**src/rtl/fault_pkg.sv**
```systemverilog
package fault_pkg;
  localparam logic [7:0] ADDR_CMD    = 8'h00;
  localparam logic [7:0] ADDR_DTO    = 8'h04;
  localparam logic [7:0] ADDR_STATUS = 8'h08;

  localparam logic [7:0] OP_BULK      = 8'h01;
  localparam logic [7:0] OP_DTO_QUERY = 8'h02;
  localparam logic [7:0] OP_DTO_SET   = 8'h03;
  localparam int         CMD_VAL_LSB  = 8;

  localparam int ST_BUSY   = 0;
  localparam int ST_REJECT = 1;
  localparam int ST_BADVAL = 2;

  localparam logic [3:0] DTO_FOUR  = 4'h4;
  localparam logic [3:0] DTO_SEVEN = 4'h7;
  localparam logic [3:0] DTO_RESET = 4'h4;

  localparam logic [7:0] CH_CR         = 8'h0D;
  localparam logic [7:0] CH_LF         = 8'h0A;
  localparam logic [7:0] CH_DIGIT_BASE = 8'h30;
  localparam logic [1:0] CH_PRINT_TOP  = 2'h1;

  // Echo text, first byte in entry 0
  localparam logic [4:0][7:0] BULK_ECHO = {8'h5F, 8'h46, 8'h53, 8'h43, 8'h42};
  localparam logic [3:0][7:0] DTO_ECHO  = {8'h5F, 8'h4F, 8'h54, 8'h44};
  localparam logic [4:0] BULK_ECHO_LAST = 5'h04;
  localparam logic [4:0] DTO_ECHO_LAST  = 5'h03;
  localparam logic [4:0] BULK_BODY_LAST = 5'h1E;
  localparam int         BULK_CHARS     = 31;
  localparam int         NUM_TEN        = 11;

  typedef enum logic [4:0] {
    S_IDLE = 5'h01,
    S_ECHO = 5'h02,
    S_BODY = 5'h04,
    S_CR   = 5'h08,
    S_LF   = 5'h10
  } tx_state_t;
endpackage

```
**src/rtl/pack_if.sv**
```systemverilog
`timescale 1ns/1ns
interface pack_if;
  logic [10:0][9:0] ten;
  logic [7:0]       mop;
  logic [7:0]       dop;
  logic [6:0]       dl;
  logic [6:0]       com;
  logic [7:0]       nodl;
  logic             cap;
  logic [4:0]       idx;
  logic [7:0]       chr;
  modport src (output ten, mop, dop, dl, com, nodl, cap, idx, input chr);
  modport pk  (input ten, mop, dop, dl, com, nodl, cap, idx, output chr);
endinterface

```
**src/rtl/status_char_packer.sv**
```systemverilog
`timescale 1ns/1ns
module status_char_packer (
  input  wire logic clk_in,
  input  wire logic rst_n,
  pack_if.pk        p
);
  logic [10:0][9:0] s_ten;
  logic [7:0]       s_mop;
  logic [7:0]       s_dop;
  logic [6:0]       s_dl;
  logic [6:0]       s_com;
  logic [7:0]       s_nodl;
  logic [7:0]       chars [0:30];
  localparam int TEN_POS [0:10] = '{0, 2, 9, 11, 13, 15, 19, 21, 23, 25, 29};

  function automatic logic [7:0] mk(input logic [5:0] b);
    mk = {fault_pkg::CH_PRINT_TOP, b};
  endfunction

  // Snapshot keeps one reply consistent while faults move underneath it
  always_ff @(posedge clk_in or negedge rst_n) begin
    if (!rst_n) begin
      s_ten  <= '0;
      s_mop  <= 8'h00;
      s_dop  <= 8'h00;
      s_dl   <= 7'h00;
      s_com  <= 7'h00;
      s_nodl <= 8'h00;
    end else if (p.cap) begin
      s_ten  <= p.ten;
      s_mop  <= p.mop;
      s_dop  <= p.dop;
      s_dl   <= p.dl;
      s_com  <= p.com;
      s_nodl <= p.nodl;
    end
  end

  genvar g;
  generate
    for (g = 0; g < fault_pkg::NUM_TEN; g++) begin : g_ten
      assign chars[TEN_POS[g]] = mk({s_ten[g][0], s_ten[g][1], s_ten[g][2],
                                     s_ten[g][3], s_ten[g][4], s_ten[g][5]});
      assign chars[TEN_POS[g]+1] = mk({s_ten[g][6], s_ten[g][7], s_ten[g][8],
                                       s_ten[g][9], 2'b00});
    end
  endgenerate

  assign chars[4]  = mk({s_mop[0], s_mop[1], s_mop[2], s_mop[3], s_mop[4], s_mop[5]});
  assign chars[5]  = mk({s_mop[6], s_mop[7], 4'h0});
  assign chars[6]  = mk({s_dop[0], s_dop[1], s_dop[2], s_dop[3], s_dop[4], s_dop[5]});
  assign chars[7]  = mk({s_dop[6], s_dop[7], s_dl[0], s_dl[1], s_dl[2], s_dl[3]});
  assign chars[8]  = mk({s_dl[4], s_dl[5], s_dl[6], 3'h0});
  assign chars[17] = mk({s_com[0], s_com[1], s_com[2], s_com[3], s_com[4], s_com[5]});
  assign chars[18] = mk({s_com[6], 5'h00});
  assign chars[27] = mk({s_nodl[0], s_nodl[1], s_nodl[2], s_nodl[3], s_nodl[4], s_nodl[5]});
  assign chars[28] = mk({s_nodl[6], s_nodl[7], 4'h0});

  assign p.chr = (p.idx < 5'(fault_pkg::BULK_CHARS)) ? chars[p.idx] : 8'h00;

  a_common_order: assert property (@(posedge clk_in) disable iff (!rst_n)
    $past(p.cap) |-> chars[17][5:0] ==
      {$past(p.com[0]), $past(p.com[1]), $past(p.com[2]),
       $past(p.com[3]), $past(p.com[4]), $past(p.com[5])})
    else $error("common equipment character misordered");
  a_addr_batt_bit: assert property (@(posedge clk_in) disable iff (!rst_n)
    p.idx == 5'h12 |-> p.chr == {fault_pkg::CH_PRINT_TOP, s_com[6], 5'h00})
    else $error("second common character wrong");
  a_mod_cfg_two: assert property (@(posedge clk_in) disable iff (!rst_n)
    $past(p.cap) |-> chars[10][5:0] ==
      {$past(p.ten[2][6]), $past(p.ten[2][7]), $past(p.ten[2][8]),
       $past(p.ten[2][9]), 2'b00})
    else $error("second modulator verify character wrong");
  a_nodl_reserved: assert property (@(posedge clk_in) disable iff (!rst_n)
    p.idx == 5'h1C |-> p.chr[3:0] == 4'h0 && p.chr[6])
    else $error("no-downlink character reserved bits set");
endmodule

```
**src/rtl/bulk_fault_status_packer.sv**
```systemverilog
`timescale 1ns/1ns
// How it works
// - bit 6 of every status character is 1
// - mod verify char 2: primes 7-8, backups
// - demod verify char 1: primes 1-6
// - demod verify char 2: primes 7-8, backups
// - mod compatibility char 1: primes 1-6
// - mod compatibility char 2: primes 7-8, backups
// - demod compatibility char 1: primes 1-6
// - demod compatibility char 2: primes 7-8, backups
// - common char 1: supplies and control battery
// - common char 2: decoder battery, rest zero
// - missing mod configuration, characters one, two
// - missing demod configuration, characters three, four
// - modems without address, characters five, six
// - modems without interface, characters seven, eight
// - primes without downlink, characters nine, ten
// - final two characters: modem communication faults
// - four: two backups; seven: backup one
// - downlink count set or queried, value echoed
// - downlinks five to seven only when seven
// - fault bit is 1 while fault exists
// - bulk reply: echo, characters, CR, LF
module bulk_fault_status_packer (
  input  wire logic        clk_in,
  input  wire logic        rst_n_in,
  input  wire logic        psel_in,
  input  wire logic        penable_in,
  input  wire logic        pwrite_in,
  input  wire logic [7:0]  paddr_in,
  input  wire logic [31:0] pwdata_in,
  output logic      [31:0] prdata_out,
  output logic             pready_out,
  output logic             pslverr_out,
  input  wire logic [9:0]  mod_fault_in,
  input  wire logic [9:0]  dmd_fault_in,
  input  wire logic [7:0]  mod_op_fault_in,
  input  wire logic [7:0]  dmd_op_fault_in,
  input  wire logic [6:0]  downlink_fault_in,
  input  wire logic [9:0]  mod_cfg_fault_in,
  input  wire logic [9:0]  dmd_cfg_fault_in,
  input  wire logic [9:0]  mod_compat_fault_in,
  input  wire logic [9:0]  dmd_compat_fault_in,
  input  wire logic [6:0]  common_fault_in,
  input  wire logic [9:0]  no_mod_cfg_in,
  input  wire logic [9:0]  no_dmd_cfg_in,
  input  wire logic [9:0]  no_address_in,
  input  wire logic [9:0]  no_interface_in,
  input  wire logic [7:0]  no_downlink_in,
  input  wire logic [9:0]  comm_fault_in,
  output logic      [7:0]  tx_data_out,
  output logic             tx_valid_out,
  input  wire logic        tx_ready_in,
  output logic      [6:0]  downlink_enable_out,
  output logic             backup2_enable_out,
  output logic      [3:0]  downlink_count_option_out
);
  logic [1:0]            rst_sync;
  logic                  rst_n;
  fault_pkg::tx_state_t  st;
  logic [4:0]            cnt;
  logic                  is_bulk;
  logic [3:0]            downlink_count_option;
  logic                  rejected;
  logic                  bad_value;
  logic [7:0]            cur_byte;
  logic                  setup;
  logic                  wr;
  logic                  mapped;
  logic                  cmd_wr;
  logic [7:0]            op;
  logic [3:0]            val;
  logic                  op_known;
  logic                  accept;
  logic                  load;
  logic                  busy;
  logic                  val_ok;

  pack_if pk ();

  status_char_packer u_packer (
    .clk_in (clk_in),
    .rst_n  (rst_n),
    .p      (pk.pk)
  );

  // Reset takes hold asynchronously but is released in step with the clock
  always_ff @(posedge clk_in or negedge rst_n_in) begin
    if (!rst_n_in) begin
      rst_sync <= 2'b00;
    end else begin
      rst_sync <= {rst_sync[0], 1'b1};
    end
  end
  assign rst_n = rst_sync[1];

  assign pk.ten[0]  = mod_fault_in;
  assign pk.ten[1]  = dmd_fault_in;
  assign pk.ten[2]  = mod_cfg_fault_in;
  assign pk.ten[3]  = dmd_cfg_fault_in;
  assign pk.ten[4]  = mod_compat_fault_in;
  assign pk.ten[5]  = dmd_compat_fault_in;
  assign pk.ten[6]  = no_mod_cfg_in;
  assign pk.ten[7]  = no_dmd_cfg_in;
  assign pk.ten[8]  = no_address_in;
  assign pk.ten[9]  = no_interface_in;
  assign pk.ten[10] = comm_fault_in;
  assign pk.mop     = mod_op_fault_in;
  assign pk.dop     = dmd_op_fault_in;
  assign pk.dl      = downlink_fault_in;
  assign pk.com     = common_fault_in;
  assign pk.nodl    = no_downlink_in;
  assign pk.idx     = cnt;
  assign pk.cap     = accept && op == fault_pkg::OP_BULK;

  // APB decode; the slave never waits
  assign pready_out = 1'b1;
  assign setup      = psel_in && !penable_in;
  assign wr         = psel_in && penable_in && pwrite_in;
  assign mapped     = paddr_in == fault_pkg::ADDR_CMD || paddr_in == fault_pkg::ADDR_DTO ||
                      paddr_in == fault_pkg::ADDR_STATUS;
  assign pslverr_out = psel_in && penable_in && !mapped;
  assign cmd_wr     = wr && paddr_in == fault_pkg::ADDR_CMD;
  assign op         = pwdata_in[7:0];
  assign val        = pwdata_in[fault_pkg::CMD_VAL_LSB +: 4];
  assign op_known   = op == fault_pkg::OP_BULK || op == fault_pkg::OP_DTO_QUERY ||
                      op == fault_pkg::OP_DTO_SET;
  assign busy       = st != fault_pkg::S_IDLE || tx_valid_out;
  // A command that arrives before the sequencer is back in idle is dropped rather than queued
  assign accept     = cmd_wr && op_known && st == fault_pkg::S_IDLE;
  assign val_ok     = val == fault_pkg::DTO_FOUR || val == fault_pkg::DTO_SEVEN;

  // Read data is caught in the setup cycle so it is steady for the access
  always_ff @(posedge clk_in or negedge rst_n) begin
    if (!rst_n) begin
      prdata_out <= 32'h0000_0000;
    end else if (setup) begin
      case (paddr_in)
        fault_pkg::ADDR_DTO:    prdata_out <= {28'h000_0000, downlink_count_option};
        fault_pkg::ADDR_STATUS: prdata_out <= {29'h0000_0000, bad_value, rejected, busy};
        default:                prdata_out <= 32'h0000_0000;
      endcase
    end
  end

  // Only the two legal counts are stored; anything else leaves it as it was
  always_ff @(posedge clk_in or negedge rst_n) begin
    if (!rst_n) begin
      downlink_count_option <= fault_pkg::DTO_RESET;
    end else if (accept && op == fault_pkg::OP_DTO_SET && val_ok) begin
      downlink_count_option <= val;
    end
  end

  // Seven-downlink mode: inputs 5 to 7 join the matrix, backup two drops out
  assign downlink_enable_out[3:0] = 4'hF;
  assign downlink_enable_out[6:4] = {3{downlink_count_option == fault_pkg::DTO_SEVEN}};
  assign backup2_enable_out = downlink_count_option == fault_pkg::DTO_FOUR;
  assign downlink_count_option_out = downlink_count_option;

  // Sticky error flags; write one to clear, a new event wins over the clear
  always_ff @(posedge clk_in or negedge rst_n) begin
    if (!rst_n) begin
      rejected  <= 1'b0;
      bad_value <= 1'b0;
    end else begin
      if (cmd_wr && !accept) begin
        rejected <= 1'b1;
      end else if (wr && paddr_in == fault_pkg::ADDR_STATUS && pwdata_in[fault_pkg::ST_REJECT]) begin
        rejected <= 1'b0;
      end
      if (accept && op == fault_pkg::OP_DTO_SET && !val_ok) begin
        bad_value <= 1'b1;
      end else if (wr && paddr_in == fault_pkg::ADDR_STATUS && pwdata_in[fault_pkg::ST_BADVAL]) begin
        bad_value <= 1'b0;
      end
    end
  end

  // Byte that the sequencer hands to the output register next
  always_comb begin
    case (st)
      fault_pkg::S_ECHO: cur_byte = is_bulk ? fault_pkg::BULK_ECHO[cnt[2:0]]
                                            : fault_pkg::DTO_ECHO[cnt[1:0]];
      fault_pkg::S_BODY: cur_byte = is_bulk ? pk.chr
                                            : fault_pkg::CH_DIGIT_BASE +
                                              {4'h0, downlink_count_option};
      fault_pkg::S_CR:   cur_byte = fault_pkg::CH_CR;
      fault_pkg::S_LF:   cur_byte = fault_pkg::CH_LF;
      default:           cur_byte = 8'h00;
    endcase
  end

  assign load = st != fault_pkg::S_IDLE && (!tx_valid_out || tx_ready_in);

  // Reply sequencer: echo, body, CR, LF
  always_ff @(posedge clk_in or negedge rst_n) begin
    if (!rst_n) begin
      st      <= fault_pkg::S_IDLE;
      cnt     <= 5'h00;
      is_bulk <= 1'b0;
    end else begin
      case (st)
        fault_pkg::S_IDLE: begin
          if (accept) begin
            st      <= fault_pkg::S_ECHO;
            cnt     <= 5'h00;
            is_bulk <= op == fault_pkg::OP_BULK;
          end
        end
        fault_pkg::S_ECHO: begin
          if (load) begin
            if (cnt == (is_bulk ? fault_pkg::BULK_ECHO_LAST : fault_pkg::DTO_ECHO_LAST)) begin
              st  <= fault_pkg::S_BODY;
              cnt <= 5'h00;
            end else begin
              cnt <= cnt + 5'h01;
            end
          end
        end
        fault_pkg::S_BODY: begin
          if (load) begin
            if (cnt == (is_bulk ? fault_pkg::BULK_BODY_LAST : 5'h00)) begin
              st <= fault_pkg::S_CR;
            end else begin
              cnt <= cnt + 5'h01;
            end
          end
        end
        fault_pkg::S_CR: begin
          if (load) begin
            st <= fault_pkg::S_LF;
          end
        end
        fault_pkg::S_LF: begin
          if (load) begin
            st <= fault_pkg::S_IDLE;
          end
        end
        default: begin
          st <= fault_pkg::S_IDLE;
        end
      endcase
    end
  end

  // Output register: one byte in flight, refilled in the cycle it is taken
  always_ff @(posedge clk_in or negedge rst_n) begin
    if (!rst_n) begin
      tx_valid_out <= 1'b0;
      tx_data_out  <= 8'h00;
    end else if (load) begin
      tx_valid_out <= 1'b1;
      tx_data_out  <= cur_byte;
    end else if (tx_ready_in) begin
      tx_valid_out <= 1'b0;
    end
  end

  a_option_legal: assert property (@(posedge clk_in) disable iff (!rst_n)
    downlink_count_option == fault_pkg::DTO_FOUR || downlink_count_option == fault_pkg::DTO_SEVEN)
    else $error("downlink count option holds an illegal value");

  a_option_set: assert property (@(posedge clk_in) disable iff (!rst_n)
    accept && op == fault_pkg::OP_DTO_SET && val_ok |=> downlink_count_option == $past(val))
    else $error("legal downlink count not stored");

  a_option_keep: assert property (@(posedge clk_in) disable iff (!rst_n)
    accept && op == fault_pkg::OP_DTO_SET && !val_ok |=> $stable(downlink_count_option) && bad_value)
    else $error("illegal downlink count changed the option");

  a_seven_mode: assert property (@(posedge clk_in) disable iff (!rst_n)
    downlink_count_option == fault_pkg::DTO_SEVEN |-> downlink_enable_out == 7'h7F && !backup2_enable_out)
    else $error("seven downlink mode outputs wrong");

  a_four_mode: assert property (@(posedge clk_in) disable iff (!rst_n)
    downlink_count_option == fault_pkg::DTO_FOUR |-> downlink_enable_out == 7'h0F && backup2_enable_out)
    else $error("four downlink mode outputs wrong");

  a_digit_echo: assert property (@(posedge clk_in) disable iff (!rst_n)
    st == fault_pkg::S_CR && !is_bulk && tx_valid_out |->
      tx_data_out == fault_pkg::CH_DIGIT_BASE + {4'h0, downlink_count_option})
    else $error("downlink count echo wrong");

  a_body_print: assert property (@(posedge clk_in) disable iff (!rst_n)
    is_bulk && tx_valid_out && (st == fault_pkg::S_BODY && cnt != 5'h00 || st == fault_pkg::S_CR) |->
      tx_data_out[7:6] == fault_pkg::CH_PRINT_TOP)
    else $error("status character not printable");

  a_reply_tail: assert property (@(posedge clk_in) disable iff (!rst_n)
    tx_valid_out && tx_ready_in && tx_data_out == fault_pkg::CH_CR |=>
      tx_valid_out && tx_data_out == fault_pkg::CH_LF ##1 st == fault_pkg::S_IDLE)
    else $error("CR not followed by LF");

  a_echo_first: assert property (@(posedge clk_in) disable iff (!rst_n)
    accept && op == fault_pkg::OP_BULK |=> ##1 tx_valid_out && tx_data_out == fault_pkg::BULK_ECHO[0])
    else $error("bulk reply does not start with the echo");

  a_set_wins: assert property (@(posedge clk_in) disable iff (!rst_n)
    cmd_wr && !accept |=> rejected)
    else $error("refused command not flagged");

  c_bulk_reply: cover property (@(posedge clk_in) disable iff (!rst_n)
    is_bulk && st == fault_pkg::S_LF && load);
  c_set_seven: cover property (@(posedge clk_in) disable iff (!rst_n)
    accept && op == fault_pkg::OP_DTO_SET && val == fault_pkg::DTO_SEVEN);
  c_stall: cover property (@(posedge clk_in) disable iff (!rst_n)
    tx_valid_out && !tx_ready_in ##1 tx_valid_out && !tx_ready_in);
  c_refused: cover property (@(posedge clk_in) disable iff (!rst_n)
    cmd_wr && busy);
endmodule

```
**config.mk**
```make
export PLATFORM = sky130hd
export DESIGN_NAME = bulk_fault_status_packer
export DESIGN_NICKNAME = d
export VERILOG_FILES = /design/src/rtl/fault_pkg.sv /design/src/rtl/pack_if.sv /design/src/rtl/status_char_packer.sv /design/src/rtl/bulk_fault_status_packer.sv
export SDC_FILE = /design/constraint.sdc
export NUM_CORES = 1
export LEC_CHECK = 0
export BUFFER_PORTS_ARGS = -buffer_cell sky130_fd_sc_hd__buf_4
export CAP_MARGIN = 10
export CORE_ASPECT_RATIO = 0.6
export CORE_MARGIN = 8
export CORE_UTILIZATION = 57
export DETAILED_ROUTE_END_ITERATION = 6
export GPL_TIMING_DRIVEN = 1
export PLACE_DENSITY_LB_ADDON = 0.1
export SYNTH_ARGS = -nofsm -noshare
export SYNTH_HDL_FRONTEND = slang
export SYNTH_SLANG_ARGS = --single-unit
```
**constraint.sdc**
```tcl
create_clock -name clk_in -period 11.1 [get_ports clk_in]
set_clock_uncertainty 0.05 [all_clocks]
set_input_delay 0.555 -clock clk_in [delete_from_list [all_inputs] [get_ports clk_in]]
set_output_delay 0.555 -clock clk_in [all_outputs]
set_load 0.03 [all_outputs]
```
==> results.md <==
* Inserted Clock Buffers at 17
* Number of global-route vias before repair at 6670
* Number of sinks handled by clock tree synthesis at 179
* Worst Tran Pin Value at 1.11 ns
* IR Drop Worst-Case VDD at 0.0882 mV
* CTS resizes at 0
* Post-route total power at 1.34 mW
* Arrival time at the worst endpoint at 3.40 ns
* Number of vias per cell at 5.82
* Highest-count cells in the layout ignoring fill and taps: sky130_fd_sc_hd__buf_4, sky130_fd_sc_hd__dfrtp_1, sky130_fd_sc_hd__mux2_1, sky130_fd_sc_hd__mux2_2, sky130_fd_sc_hd__conb_1
* Setup repair bufs after CTS at 0
* Placeable core area at 15400 sq um
* Crit-path cells: nor2_1, nand3_1, or4_1, nor3_4, buf_12, mux2_2
* Fmax at 319 MHz
* Post-synthesis cell count at 699
* Area leader, netlist: sky130_fd_sc_hd__dfrtp_1
* Clock insertion delay at the later pin of the skew report at 0.43 ns
* Number of design rule violations left after detail routing at 0
* Synth async-reset ratio at 1.00
* Clk Tree Root Cell: sky130_fd_sc_hd__clkbuf_16
* Total negative setup slack at 0 ns
* First-pass GRT wire length at 36500 um
* Status: finished clean
* Chip width at 178 um
* I/O pin cnt at 249
* Standard-cell row count at 35
* Post-synthesis sequential area ratio at 0.497
* Synth-to-Final Area Change at 21.4%
* Number of pins exceeding their max-slew limit in the final report at 0
* Initial antenna violation count at 0
* Leading cell type in the layout, fill and taps excluded: sky130_fd_sc_hd__buf_4
* Largest stage delay on the critical path at 0.73 ns
* Last weighted congestion value of the routability-driven placer at 0.857
* Fraction of the cycle the final worst path needs at 0.282
* Routed via count at 6317
* Die area at 20200 sq um
* Ranking of synthesized cells by area: sky130_fd_sc_hd__dfrtp_1, sky130_fd_sc_hd__mux2_1, sky130_fd_sc_hd__mux2_2
* Worst path setup slack after routing at 7.97 ns
* Final net count at 1069
* Die span in y at 113 um
* Worst path bufs/invs at 1
* Final routed wire length divided by cell count at 21.4 um
* Combined area of the multi-input logic cells at 4060 sq um
* Largest buffer count on any clock path at 2
* Total Wirelength at 23300 um
* Placed wire-length estimate after detailed placement at 17000 um
* Post-route minimum period at 3.13 ns
* DRT Pass-1 Iters at 5
* Startpoint-to-endpoint class of the critical path: reg2reg
* Top delay family on crit path: simple AND/OR/NAND/NOR gates
* Fill cell instance count of the final layout at 1128
* Count of buffers from port buffering at 194
* Effective utilization at floorplan at 0.585
* RSZ-0062 raised after global routing: false
* Cell with the biggest individual delay on the critical path: sky130_fd_sc_hd__or4_1
* Share of post-route cells with drive strength above 1 at 0.367
* Global Route Usage Sum at 0.230
* Crit path capture type: flop
* Starting DRT DRC Count at 498
* Synth warn at 0
* Antenna Nets Post-Route at 0
* Worst hold-check path type: in2reg
* Worst slack, placed at 7.69 ns
* H-Tree Level Count at 4
* Remaining global-route overflow at 0
* Highest net fanout along the worst path at 149
* Cell area power density at 122 nW/um^2
* CTS tree: built
* Number of maximum-capacitance constraint violations at 0
* Number of placed instances with taps included at 1053
* Average instance area after synthesis at 12.9 sq um
* Worst endpoint required time at 11.36 ns
* Static leakage at 5.66 nW
* Final setup vio count at 0
* Element type at the critical path start: flop
* Flip-flop and latch count after synthesis at 179
* Combined flip-flop and latch cell area at 4490 sq um
* Count of antenna diodes in the layout at 0
* Commonest register cell after synthesis: sky130_fd_sc_hd__dfrtp_1
* Number of enable flip-flop cells after synthesis at 0
* Synth top area share at 0.491
* Cts hold-fix bufs at 1
* Clock transition at the registers of the reported paths at 0.08 ns
* Count of final hold-check violations at 0
* Maximum number of pins on one net before global-route repair at 150
* Distinct cell type count of the synthesized netlist at 66
* Final cell count without fillers at 1086
* Worst rel slew slack at 0.251
* Post-synthesis cell area at 9020 sq um
* Final worst hold slack at 0.281 ns
[through the flow]
| step | area (sq um) | util |
|---|---|---|
| finish | 11000 | 0.711 |
| global placement | 10400 | 0.672 |
| detailed placement | 10400 | 0.672 |
| CTS | 11000 | 0.711 |
| floorplan | 9150 | - |
| global route | 11000 | 0.711 |
[path summary, 6_finish.rpt]
kind                                   startpoint                  end  slack (ns)  cells past startpoint
setup / recovery                            st[4]    u_packer.s_com[2]        7.97                      6
hold / removal             mod_compat_fault_in[0]  u_packer.chars[141]        0.28                      2
setup reg to reg                            st[4]    u_packer.s_com[2]        7.97                      6
hold reg to reg                       rst_sync[1]  u_packer.chars[138]        0.30                      0
max in group asynchronous             rst_sync[1]               cnt[1]        9.38                      1
min in group asynchronous             rst_sync[1]  u_packer.chars[138]        0.30                      0
[synthesized netlist by cell type (8+ instances only)]
master / count
sky130_fd_sc_hd__nand2_1: 31
sky130_fd_sc_hd__mux2_1: 100
sky130_fd_sc_hd__a21oi_1: 14
sky130_fd_sc_hd__buf_6: 13
sky130_fd_sc_hd__clkbuf_1: 19
sky130_fd_sc_hd__o21ai_0: 27
sky130_fd_sc_hd__mux2_2: 58
sky130_fd_sc_hd__inv_1: 14
sky130_fd_sc_hd__mux4_2: 26
sky130_fd_sc_hd__dfrtp_1: 177
sky130_fd_sc_hd__nand3_1: 8
sky130_fd_sc_hd__nor2_1: 23
sky130_fd_sc_hd__mux2i_1: 14
sky130_fd_sc_hd__buf_4: 39
[layout make-up]
class                   instances  share of cell area
clock buffers                  18              0.0392
clock inverters                14              0.0146
inverters                      14             0.00480
multi-input cells             458               0.370
flip-flops and latches        179               0.410
well taps                     203              0.0232
repair buffers                200               0.138
[where the power goes]
part | total (mW) | internal (mW) | switching [mW]
logic | 0.0851 | 0.0428 | 0.0423
registers | 0.658 | 0.653 | 0.00439
clock network | 0.592 | 0.303 | 0.290
total | 1.34 | 0.999 | 0.336
[cells by family (layout without fill, tap and decap cells)]
group | after synthesis | after routing | synth area share
and+or+nand+nor | 119 | 119 | 0.0728
other | 2 | 35 | 0.000832
buffers and inverters | 95 | 246 | 0.0674
AOI/OAI and AO/OA | 100 | 100 | 0.0769
muxes | 198 | 198 | 0.278
adders and majority gates | 5 | 5 | 0.00693
xor gates and xnor gates | 1 | 1 | 0.000971
DFF | 179 | 179 | 0.497
[routing by layer]
layer  vias up  GRT usage  share of wire
met3        27     0.0802          0.097
met5         -          0              0
met2       256      0.353           0.46
met4         0     0.0516          0.012
li1       2854          -              -
met1      3180      0.312           0.43
[registers in the layout (all words and copies together), names as in the netlist]
signal,count
is_bulk,1
u_packer.chars,110
rejected,1
prdata_out,4
u_packer.s_com,7
bad_value,1
u_packer.s_nodl,8
downlink_count_option_out,4
u_packer.s_dop,8
tx_data_out,7
st,5
tx_valid_out,1
u_packer.s_dl,7
u_packer.s_mop,8
cnt,5
rst_sync,2
Power figures use the tool's default switching activity.
